==> config.mk <==
export PLATFORM = sky130hd
export DESIGN_NAME = slbm_status_led
export DESIGN_NICKNAME = d
export VERILOG_FILES = /design/src/slbm_edge_watch.v /design/src/slbm_status_led.v
export VERILOG_INCLUDE_DIRS = /design/src
export SDC_FILE = /design/constraint.sdc
export NUM_CORES = 1
export LEC_CHECK = 0
export ABC_AREA = 1
export BUFFER_PORTS_ARGS = -buffer_cell sky130_fd_sc_hd__buf_4
export CAP_MARGIN = 25
export CORE_ASPECT_RATIO = 1.2
export CORE_MARGIN = 4
export CORE_UTILIZATION = 55
export DETAILED_ROUTE_END_ITERATION = 6
export PLACE_DENSITY = 0.74
export RECOVER_POWER = 25
export SKIP_CTS_REPAIR_TIMING = 1
export SYNTH_ARGS = -nofsm -noshare
export SYNTH_HDL_FRONTEND = slang
export SYNTH_SLANG_ARGS = --single-unit
==> constraint.sdc <==
create_clock -name clk -period 3.04 [get_ports clk]
set_input_delay 0.912 -clock clk [delete_from_list [all_inputs] [get_ports clk]]
set_output_delay 0.912 -clock clk [all_outputs]
set_load 0.02 [all_outputs]
==> src/slbm_defs.vh <==
`ifndef SLBM_DEFS_VH
`define SLBM_DEFS_VH
// clock rate in kHz, 125 MHz system clock
`define SLBM_CLK_KHZ 125000
// boot period in ms
`define SLBM_BOOT_MS 3000
// trigger idle limit in ms
`define SLBM_IDLE_MS 5000
// one blink phase (green or orange half) in ms
`define SLBM_PHASE_MS 250
// pause between bursts in ms
`define SLBM_PAUSE_MS 2000
// derived cycle counts
`define SLBM_BOOT_CYC (`SLBM_BOOT_MS * `SLBM_CLK_KHZ)
`define SLBM_IDLE_CYC (`SLBM_IDLE_MS * `SLBM_CLK_KHZ)
`define SLBM_PHASE_CYC (`SLBM_PHASE_MS * `SLBM_CLK_KHZ)
`define SLBM_PAUSE_CYC (`SLBM_PAUSE_MS * `SLBM_CLK_KHZ)
// blink counts per fault slot
`define SLBM_NFAULT 5
`define SLBM_CNT_IDLE 4'h3
`define SLBM_CNT_SAVE 4'h5
`define SLBM_CNT_LOAD 4'h6
`define SLBM_CNT_CMDS 4'h7
`define SLBM_CNT_CFG 4'h8
// slot register starts on the last slot so the idle check is shown first
`define SLBM_SLOT_RST 3'h4
`endif

==> src/slbm_edge_watch.v <==
`timescale 1ns/1ps
`default_nettype none
// synchronises the trigger pin and times how long it has been quiet
module slbm_edge_watch #(
  parameter [31:0] IDLE_CYC = 32'h0
) (
  input wire clk,
  input wire reset_n,
  input wire trigIn,
  output reg idleFault_q
);
  reg [2:0] sync_q;
  reg stable_q;
  reg [31:0] idleCnt_q;
  wire agree = (sync_q[1] == sync_q[2]);
  wire edgeSeen = agree && (sync_q[2] != stable_q);

  // three-stage sampler; a level counts once stages two and three agree
  always @(posedge clk) begin
    if (!reset_n) begin
      sync_q <= 3'h0;
      stable_q <= 1'b0;
    end else begin
      sync_q <= {sync_q[1:0], trigIn};
      if (agree) stable_q <= sync_q[2];
    end
  end

  // any edge that passes the sampler restarts the idle timer and clears the fault
  always @(posedge clk) begin
    if (!reset_n) begin
      idleCnt_q <= 32'h0;
      idleFault_q <= 1'b0;
    end else if (edgeSeen) begin
      idleCnt_q <= 32'h0;
      idleFault_q <= 1'b0;
    end else if (idleCnt_q >= IDLE_CYC - 32'h1) begin
      idleFault_q <= 1'b1;
    end else begin
      idleCnt_q <= idleCnt_q + 32'h1;
    end
  end
endmodule
`default_nettype wire

==> src/slbm_status_led.v <==
// Behaviour
// solid orange throughout boot period
// steady orange when healthy after boot
// continuous checks; fault makes green/orange blinking
// blink count per burst names fault
// several faults shown in turn
// trigger quiet five seconds gives 3 blinks
// parameter save failure gives 5 blinks
// parameter load failure gives 6 blinks
// missing command list gives 7 blinks
// logic configuration failure gives 8 blinks
// long pause separates bursts, durations parameters
// trigger edge restarts timer, clears fault
`include "slbm_defs.vh"
`timescale 1ns/1ps
`default_nettype none
module slbm_status_led #(
  parameter [31:0] BOOT_CYC = `SLBM_BOOT_CYC,
  parameter [31:0] IDLE_CYC = `SLBM_IDLE_CYC,
  parameter [31:0] PHASE_CYC = `SLBM_PHASE_CYC,
  parameter [31:0] PAUSE_CYC = `SLBM_PAUSE_CYC
) (
  input wire clk,
  input wire reset_n,
  input wire external_frame_trigger,
  input wire saveFail,
  input wire loadFail,
  input wire cmdListMissing,
  input wire logicCfgFail,
  output reg ledGreen_q,
  output reg ledOrange_q,
  output reg bootDone_q,
  output wire idleFault
);
  localparam [1:0] ST_BOOT = 2'h0;
  localparam [1:0] ST_IDLE = 2'h1;
  localparam [1:0] ST_BLINK = 2'h2;
  localparam [1:0] ST_PAUSE = 2'h3;

  reg [1:0] state_q;
  reg [31:0] timer_q;
  reg [2:0] slot_q;
  reg [3:0] blinks_q;
  reg phase_q;
  wire [4:0] faults;
  reg [1:0] state_d;
  reg [31:0] timer_d;
  reg [2:0] slot_d;
  reg [3:0] blinks_d;
  reg phase_d;
  reg bootDone_d;
  reg ledGreen_d;
  reg ledOrange_d;
  wire timerEnd;
  wire [3:0] burstLen;
  wire burstEnd;

  // blink count for each fault slot
  function [3:0] slotCount;
    input [2:0] s;
    begin
      case (s)
        3'h0: slotCount = `SLBM_CNT_IDLE;
        3'h1: slotCount = `SLBM_CNT_SAVE;
        3'h2: slotCount = `SLBM_CNT_LOAD;
        3'h3: slotCount = `SLBM_CNT_CMDS;
        default: slotCount = `SLBM_CNT_CFG;
      endcase
    end
  endfunction

  // next active slot after the given one, wrapping round
  function [2:0] nextSlot;
    input [2:0] s;
    input [4:0] f;
    integer i;
    reg [2:0] c;
    reg found;
    begin
      nextSlot = s;
      found = 1'b0;
      c = s;
      for (i = 0; i < `SLBM_NFAULT; i = i + 1) begin
        c = (c == 3'h4) ? 3'h0 : c + 3'h1;
        if (!found && f[c]) begin
          nextSlot = c;
          found = 1'b1;
        end
      end
    end
  endfunction

  // last timer count of each timed state
  function [31:0] lastCount;
    input [1:0] st;
    begin
      case (st)
        ST_BOOT: lastCount = BOOT_CYC - 32'h1;
        ST_BLINK: lastCount = PHASE_CYC - 32'h1;
        default: lastCount = PAUSE_CYC - 32'h1;
      endcase
    end
  endfunction

  slbm_edge_watch #(.IDLE_CYC(IDLE_CYC)) uWatch (
    .clk(clk),
    .reset_n(reset_n),
    .trigIn(external_frame_trigger),
    .idleFault_q(idleFault)
  );

  // flags come from logic on this clock, so no sampler is needed
  assign faults = {logicCfgFail, cmdListMissing, loadFail, saveFail, idleFault};

  // one shared end-of-count compare keeps the three timed states alike
  assign timerEnd = (timer_q >= lastCount(state_q));

  // burst length is fixed once the slot is chosen
  assign burstLen = slotCount(slot_q);
  assign burstEnd = (blinks_q + 4'h1 >= burstLen);

  // boot hold, then healthy/blink/pause sequencing
  always @* begin
    state_d = state_q;
    timer_d = timer_q;
    slot_d = slot_q;
    blinks_d = blinks_q;
    phase_d = phase_q;
    bootDone_d = bootDone_q;
    ledGreen_d = ledGreen_q;
    ledOrange_d = ledOrange_q;
    case (state_q)
      ST_BOOT: begin
        // nothing is reported until the boot hold ends
        ledGreen_d = 1'b0;
        ledOrange_d = 1'b1;
        if (timerEnd) begin
          timer_d = 32'h0;
          bootDone_d = 1'b1;
          state_d = ST_IDLE;
        end else begin
          timer_d = timer_q + 32'h1;
        end
      end
      ST_IDLE: begin
        ledGreen_d = 1'b0;
        ledOrange_d = 1'b1;
        timer_d = 32'h0;
        if (|faults) begin
          // a burst always starts on green, then alternates
          slot_d = nextSlot(slot_q, faults);
          blinks_d = 4'h0;
          phase_d = 1'b0;
          state_d = ST_BLINK;
        end
      end
      ST_BLINK: begin
        ledGreen_d = ~phase_q;
        ledOrange_d = phase_q;
        if (timerEnd) begin
          timer_d = 32'h0;
          phase_d = ~phase_q;
          if (phase_q) begin
            // one blink is a green half plus an orange half
            if (burstEnd) begin
              state_d = ST_PAUSE;
            end
            blinks_d = blinks_q + 4'h1;
          end
        end else begin
          timer_d = timer_q + 32'h1;
        end
      end
      ST_PAUSE: begin
        // steady orange pause lets the operator count the burst
        ledGreen_d = 1'b0;
        ledOrange_d = 1'b1;
        if (timerEnd) begin
          timer_d = 32'h0;
          state_d = ST_IDLE;
        end else begin
          timer_d = timer_q + 32'h1;
        end
      end
      default: begin
        // unused code falls back to the healthy state
        state_d = ST_IDLE;
        timer_d = 32'h0;
      end
    endcase
  end

  // sequencer registers
  always @(posedge clk) begin
    if (!reset_n) begin
      state_q <= ST_BOOT;
      timer_q <= 32'h0;
      slot_q <= `SLBM_SLOT_RST;
      blinks_q <= 4'h0;
      phase_q <= 1'b0;
    end else begin
      state_q <= state_d;
      timer_q <= timer_d;
      slot_q <= slot_d;
      blinks_q <= blinks_d;
      phase_q <= phase_d;
    end
  end

  // registered LED drive, so the pins never glitch between colours
  always @(posedge clk) begin
    if (!reset_n) begin
      bootDone_q <= 1'b0;
      ledGreen_q <= 1'b0;
      ledOrange_q <= 1'b1;
    end else begin
      bootDone_q <= bootDone_d;
      ledGreen_q <= ledGreen_d;
      ledOrange_q <= ledOrange_d;
    end
  end
endmodule
`default_nettype wire

Word level (Yosys, flattened, before mapping) --
Cells that the tools add are included.
Word-level totals: bits in registers 82, logic and storage cells 122, input port bits 7
Operators by class: equality and inequality tests 18, add/subtract/negate cells 8, bitwise operators 2, $lt $le $gt $ge 8, multiplexer cells 51, reductions and logical operators 23
Operators by type and width (count):
- adder 32 x 1 -> 32 bit (second input constant) | 2
- case mux 32 bit (2 select lines) | 1
- case mux 29 bit (2 select lines) | 1
- >= comparator 32 x 30 -> 1 bit (second input constant) | 1
- >= comparator 32 bit | 1
- two-way mux 32 bit | 1
- two-way mux 3 bit | 10
- < comparator 3 x 4 -> 1 bit (second input constant) | 5
- two-way mux 1 bit | 19
- case mux 4 bit (4 select lines) | 1
- adder 3 x 1 -> 3 bit (second input constant) | 5
- binary-select mux 1 bit (select 3 bit) | 5
- == test 3 bit (second input constant) | 5
- two-way mux 4 bit | 3
- two-way mux 2 bit | 5
- inequality test 2 bit (second input constant) | 4
- case mux 4 bit (2 select lines) | 1
- == test 3 x 2 -> 1 bit (second input constant) | 2
- case mux 1 bit (2 select lines) | 3
- case mux 2 bit (3 select lines) | 1
- AND reduction 3 bit | 2
- OR reduction 3 bit | 2
- logical AND 1 bit | 5
- AND reduction 5 bit | 1
- 18 further kinds | 24

Longest topological paths before layout --
Gate-level depths: netlist of the first run.
word-level depth 26, gate-level depth with buffers 24, gate-level depth less buffers 24

By module --
Synthesis of the first run repeated with hierarchy kept, for this count alone.
Unflattened totals: cells, all modules 857, area, all modules 5850.6 um^2
By module, submodules not included:
- slbm_status_led | sequential area each 900.9 um^2, instances 1, cells an instance 503, area an instance 3601.0 um^2
- slbm_edge_watch | sequential area each 740.7 um^2, instances 1, cells an instance 354, area an instance 2249.7 um^2

Worst setup path after synthesis of the first run --
OpenSTA, ideal clock, no wires.
path kind flip-flop to flip-flop, start point register slot_q[0], end point register slot_q[1], setup time 0.111 ns, setup slack -0.078 ns, arrival 3.006 ns, data required time 2.929 ns, stages on the path, launching flop included 22, period minus slack after synthesis 3.118 ns, path through dfxtp_1 -> inv_1 -> ha_1 -> nand2_4 -> nand2_4 -> ha_1 -> nand3_2 -> nand2_1 -> ha_1 -> or2_2 -> nand3_2 -> nand3_2 -> nand2_4 -> nand2_4 -> o21ai_4 -> inv_2 -> nand2_2 -> nand2_4 -> a21oi_2 -> nand2_1 -> nor2_1 -> nor2_1
Between the ends: longest elaborated chain between the ends 26, elaborated cells on any way between the ends 52, those cells by class add/sub (5); eq/ne (5); mux (32); reduce/logical (10)
RTL lines:
- from (decl) | RTL line slbm_status_led.v:42 | reg [2:0] slot_q;
- from (signal assigned) | RTL line slbm_status_led.v:198 | slot_q <= `SLBM_SLOT_RST;
- from (signal assigned) | RTL line slbm_status_led.v:204 | slot_q <= slot_d;
- adder 3 x 1 -> 3 bit or == test 3 bit (tied branches) | RTL line slbm_status_led.v:84 | c = (c == 3'h4) ? 3'h0 : c + 3'h1;
- two-way mux 3 bit * | RTL line slbm_status_led.v:84
- branches (longest 24 deep; another with adder 3 x 1 -> 3 bit)
Every way passes the cells marked *. The select of a mux whose other input is x is not followed. A chain may end at the register's enable or synchronous reset.

Worst setup path after layout of the first run --
start point register slot_q[0], end point register slot_q[0]
The elaborated chain is that of the path after synthesis.

==> results.py, run 1 <==
metrics = {
    "placed_design": {
        "port_buffers": 10,
        "dp_hpwl_mm": 10.2,
        "gp_congestion": 0.969,
        "pre_cts_ws_ps": -3.34,
        "placed_cells": 972,
    },
    "cts": {
        "clk_latency_ps": 350,
        "clock_sinks": 82,
        "cts_tree": "yes",
        "clockRootBuffer": "clkbuf_16",
        "htreeDepth": 3,
        "clk_pin_slew_ps": 60,
        "cts-buffers-inserted": 9,
        "cts_buffer_depth": 2,
    },
    "worst_setup_path": {
        "critPathLaunch": "slot_q[0]",
        "cp_max_fo": 6,
        "r2r_slack_ps": 230,
        "path_class": "reg2reg",
        "cp-start-kind": "flop",
        "crit_path_end": "slot_q[0]",
        "rr_worst_depth": 21,
        "worstPathRequired_ps": 3280,
        "worst_r2r_endpoint": "slot_q[0]",
        "arrival_ps": 3060,
        "r2r_start": "slot_q[0]",
        "end_kind": "flop",
    },
    "sta": {
        "slew_viol_final": 0,
        "relSlewSlack_pct": 26.6,
        "fin_ws_ps": 226,
        "fin_crit_ps": 2810,
        "timing.hold.ws_ps": 423,
        "fin_crit_sh_pct": 92.6,
        "setup_viol": 0,
        "worst_pin_slew_ps": 1100,
        "fmax_ghz": 0.355,
        "final_hold_viol_count": 0,
        "finClkSkew_ps": 6.11,
        "rsz0062_at_grt": "false",
    },
    "final_layout": {
        "mostFrequentLayoutCell": "nand2_1",
        "multi_input_area_um2": 3690,
        "n_antenna_cell": 0,
        "area_growth_pct": 13.0,
        "seq_area_um2": 1650,
        "final_cell_mix": "nand2_1 (197), inv_1 (95), nor2_1 (83)",
        "final_cells": 991,
        "utilization_pct": 63.9,
        "drive_gt1_share_pct": 12.5,
        "fillers": 938,
        "final_net_count": 911,
    },
    "global_route": {
        "grt_pass1_vias": 5159,
        "antenna_found_initial": 0,
        "grt_first_pass_wirelength_mm": 23.0,
        "track_usage_pct": 23.1,
        "grt_max_degree": 31,
        "gr-total-overflow": 0,
    },
    "power_and_ir_drop": {
        "power_density_nw_per_um2": 891,
        "ir_drop_uv": 474,
        "leakagePower_nw": 2.74,
    },
    "synthesis": {
        "synth-warning-count": 0,
        "ys_top_cells_by_area": "dfxtp_1 (29%), nand2_1 (13%), ha_1 (9.7%)",
        "synth.distinct_cells": 41,
        "synthSimpleGateAreaFrac_pct": 39.6,
        "synthAdderAreaFrac_pct": 9.68,
        "synth_top_area_share_pct": 28.9,
        "ys_seq_area_share_pct": 28.9,
        "synth_compound_area_share_pct": 8.71,
        "synth_ff_type": "dfxtp_1",
        "yosys.area.top_type": "dfxtp_1",
        "synthArstFlopShare_pct": 0,
        "syn_avg_cell_area_um2": 6.84,
        "syn_area_um2": 5690,
        "synth-edff-count": 0,
        "synth_top_family_by_area": "simple AND/OR/NAND/NOR gates",
        "synth-xor-area-share_pct": 5.23,
        "syn_inst": 832,
        "synth.area.mux_share_pct": 0,
        "synth_seq_cells": 82,
    },
    "routing": {
        "num_vias": 5389,
        "drtAntennaViolNets": 0,
        "drt-initial-drc-count": 234,
        "routed_wirelength_mm": 13.2,
        "wl_per_cell_um": 13.3,
        "route.detailed.drc": 0,
        "vias_per_cell": 5.44,
        "dr.pass1.iters": 7,
    },
    "floorplanning": {
        "die-area_um2": 12000,
        "io_pins": 11,
        "rows": 40,
        "initial_utilization_pct": 56.6,
        "die_w_um": 101,
        "coreArea_um2": 10100,
        "die_h_um": 119,
    },
    "run": {
        "maxCapViolations": 0,
    },
    "min_path": {
        "hold_depth": 2,
        "worst_hold_path_type": "reg2reg",
        "min_from": "uWatch.sync_q[0]",
    },
    "run_status": {
        "status": "complete, no violations",
    },
}
==> how the worst min path moves through the flow <==
stage	to	slack (ps)
6_report	uWatch.sync_q[1]	420
5_1_grt	uWatch.idleCnt_q[30]	440
4_1_cts	uWatch.sync_q[1]	430
3_5_place_dp	uWatch.sync_q[1]	410
3_3_place_gp	uWatch.sync_q[1]	410
2_1_floorplan	uWatch.sync_q[1]	390
==> synth_stat cells (all sizes together) (2+ instances only) <==
master and count:
nor2 88, nor3 32, nand3b 5, nand4 32
a21oi 55, ha 44, nand2 220, buf 2
dfxtp 82, o21a 3, inv 102, clkbuf 13
nor4 10, nand3 66, xor2 23, o31ai 3
or2 4, xnor2 11, nor3b 8, o21ai 19
==> power breakdown <==
part	total (mW)	switching [mW]	internal (mW)
clock	1.22	0.438	0.785
combinational	3.31	2.10	1.21
sequential	1.20	0.0584	1.14
==> cell families (layout without fill, tap and decap cells) <==
kind of cell	after synthesis	after routing
XOR/XNOR	34	34
adder cells (fa/ha/maj)	44	44
AND/OR/NAND/NOR	466	466
other	1	2
flip-flops	82	82
AO/OA/AOI/OAI	87	87
buffers and inverters	118	150
==> registers in the layout (all words and copies together), names as in the netlist <==
signal / cells
timer_q: 32
uWatch.idleCnt_q: 32
blinks_q: 4
slot_q: 3
uWatch.sync_q: 3
state_q: 2
bootDone_q: 1
ledGreen_q: 1
ledOrange_q: 1
phase_q: 1
uWatch.idleFault_q: 1
uWatch.stable_q: 1
==> metal layers <==
layer / global-route usage [%] / vias to the layer above / part of all wire [%]
met5: 0 / - / 0
met4: 9.44 / 0 / 2.6
met3: 3.63 / 33 / 3.5
met2: 39.7 / 103 / 50
met1: 28.2 / 2459 / 44
li1: - / 2794 / -
==> stage by stage <==
step	power, mW	area [um2]	setup TNS [ps]
floorplan	3.56	5690	0
global placement	4.14	6000	0
detailed placement	4.23	6000	-3.34
CTS	5.47	6340	-15.2
global route	6.16	6430	0
finish	5.73	6430	0
==> final cells by class <==
type | count | share of cell area, %
Clock buffer | 12 | 4.15
Inverter | 103 | 6.07
Tap cell | 126 | 2.45
Multi-Input combinational cell | 633 | 57.3
Clock inverter | 4 | 1.13
Timing Repair Buffer | 31 | 3.21
Sequential cell | 82 | 25.6
==> worst max-delay path, stage by stage (launching register included) <==
cell	delay, ps
dfxtp_4	380
inv_2	50
ha_4	260
inv_1	50
ha_2	310
nand2_2	60
ha_2	200
or2_4	240
nand3_4	100
nand2_4	70
nand2_1	70
nand2_2	90
nand2_4	90
nor2_1	40
nand2_1	80
nand2_2	100
nor2_4	180
nand3_2	110
nand2_1	80
nand3_1	60
nand2_1	60
inv_1	30
(Power assumes the default switching activity.)
==> inputs of run 2 (changes only) <==
--- a/config.mk
+++ b/config.mk
@@ -13,7 +13,7 @@
 export CORE_MARGIN = 4
 export CORE_UTILIZATION = 55
 export DETAILED_ROUTE_END_ITERATION = 6
-export PLACE_DENSITY = 0.74
+export PLACE_DENSITY = 0.71
 export RECOVER_POWER = 25
 export SKIP_CTS_REPAIR_TIMING = 1
 export SYNTH_ARGS = -nofsm -noshare
==> constraint.sdc (replaced) <==
create_clock -name clk -period 3.1 [get_ports clk]
set_input_delay 0.93 -clock clk [delete_from_list [all_inputs] [get_ports clk]]
set_output_delay 0.93 -clock clk [all_outputs]
set_load 0.02 [all_outputs]
==> run 2 against run 1 <==
Net effect: fmax down 3.4%; highest routed layer unchanged; register-to-register slack worse by 40 ps; sequential share of layout area about the same; die area unchanged; critical endpoint is now slot_q[1].
==> results.py, run 2 (same netlist as run 1, synthesis figures left out) <==
metrics = {
    "final_layout": {
        "fin_area_um2": 6440,
        "n_antenna_cell": 0,
        "reg.largest.list": "timer_q x32, uWatch.idleCnt_q x32, blinks_q x4",
        "final_net_count": 911,
        "final_cell_mix": "nand2_1 (196), inv_1 (94), nor2_1 (82)",
        "mostFrequentLayoutCell": "nand2_1",
        "area_growth_pct": 13.3,
        "drive_gt1_share_pct": 12.9,
    },
    "sta": {
        "fin_crit_sh_pct": 94.0,
        "fin_ws_ps": 186,
        "setup_viol": 0,
        "relSlewSlack_pct": 29.3,
        "final_hold_viol_count": 0,
        "finClkSkew_ps": 5.81,
        "fin_crit_ps": 2910,
        "worst_pin_slew_ps": 1060,
        "slew_viol_final": 0,
        "fmax_ghz": 0.343,
    },
    "cts": {
        "clk_latency_ps": 340,
        "clk_pin_slew_ps": 60,
        "clock_sinks": 82,
        "cts_tree": "yes",
        "cts-buffers-inserted": 9,
        "htreeDepth": 3,
        "clockRootBuffer": "clkbuf_16",
        "cts_buffer_depth": 2,
    },
    "global_route": {
        "gr-usage-met1_pct": 27.3,
        "track_usage_pct": 23.1,
        "grt_first_pass_wirelength_mm": 22.9,
        "grt_max_degree": 31,
        "gr-total-overflow": 0,
        "grt_busiest_layer": "met2",
        "antenna_found_initial": 0,
        "use_met2_pct": 41.3,
        "gr-usage-met3_pct": 3.16,
        "grt_pass1_vias": 5277,
    },
    "floorplanning": {
        "die_w_um": 101,
        "die-area_um2": 12000,
        "die_h_um": 119,
        "rows": 40,
        "io_pins": 11,
        "coreArea_um2": 10100,
        "initial_utilization_pct": 56.6,
    },
    "power_and_ir_drop": {
        "ir_drop_uv": 463,
        "power.net_switching_mw": 2.60,
        "power_density_nw_per_um2": 880,
        "power_frac_clock_pct": 20.4,
        "swShare_pct": 45.9,
        "p_comb_share_pct": 58.9,
        "p_int_mw": 3.07,
        "seqPwrFrac_pct": 20.6,
        "leakagePower_nw": 2.74,
    },
    "routing": {
        "route.detailed.drc": 0,
        "dr.pass1.iters": 5,
        "drt-initial-drc-count": 203,
        "vias_per_cell": 5.50,
        "num_vias": 5449,
        "wl_per_cell_um": 13.7,
        "routed_wirelength_mm": 13.6,
        "drtAntennaViolNets": 0,
    },
    "worst_setup_path": {
        "cp_max_fo": 4,
        "cp-start-kind": "flop",
        "arrival_ps": 3180,
        "end_kind": "flop",
        "r2r_slack_ps": 190,
        "worstPathRequired_ps": 3370,
        "path_class": "reg2reg",
    },
    "placed_design": {
        "gp_congestion": 0.886,
        "pre_cts_ws_ps": 25.8,
        "dp_hpwl_mm": 10.3,
        "port_buffers": 10,
        "dpl_cell_area_um2": 5990,
    },
    "min_path": {
        "worst_hold_path_type": "reg2reg",
    },
    "run": {
        "maxCapViolations": 0,
    },
    "run_status": {
        "status": "complete, no violations",
    },
}
## run 2: path summary, 6_finish.rpt
path | from | endpoint | cells past startpoint
hold reg to reg | uWatch.sync_q[0] | uWatch.sync_q[1] | 2
setup reg to reg | slot_q[1] | slot_q[1] | 20
setup / recovery | slot_q[1] | slot_q[1] | 20
hold / removal | uWatch.sync_q[0] | uWatch.sync_q[1] | 2
## run 2: metrics by stage
stage                     TNS (ps)  cells  utilization, %  power, mW  hold slack, ps
final                            0    991            64.1       5.67             423
after global routing         -28.7    991            64.1       6.09             444
after CTS                        0    985            62.8       5.29             424
after detailed placement         0    969            59.6       4.12             410
after global placement           0    969            59.6       4.04             403
after floorplan                  0    833               -       3.49             390
## run 2: per-layer routing
layer / vias up / part of all wire (%)
li1: 2791 / -
met1: 2522 / 43
met2: 105 / 51
met3: 31 / 3.5
met4: 0 / 2.4
met5: - / 0
## run 2: critical path: stages, from the launching register on
cell	delay [ps]
dfxtp_4	360
inv_1	70
ha_4	270
inv_2	50
ha_2	300
nand2_1	80
ha_2	200
or2_2	290
nand3_4	110
nand3_2	120
nand2_4	120
nand2_4	60
o21ai_4	180
inv_2	50
nand2_2	110
nand2_4	80
nor2_4	150
nand2_2	60
nand2_1	80
nor2_1	40
nor2_1	70
## run 2: area by class of cell
class | count | area [um2]
clock buffer | 10 | 239
clock inverter | 6 | 88.8
fill | 968 | 3620
inverter | 103 | 388
multi-input combinational | 633 | 3700
sequential | 82 | 1650
tap | 126 | 158
timing repair buffer | 31 | 223
## run 2: power groups by stage
| stage | registers (mW) | logic [mW] | clock network (mW) |
|---|---|---|---|
| detailed placement | 1.19 | 2.93 | 0 |
| finish | 1.17 | 3.34 | 1.16 |
| global placement | 1.18 | 2.85 | 0 |
| CTS | 1.17 | 2.95 | 1.18 |
| global route | 1.18 | 3.69 | 1.22 |
| floorplan | 1.20 | 2.30 | 0 |
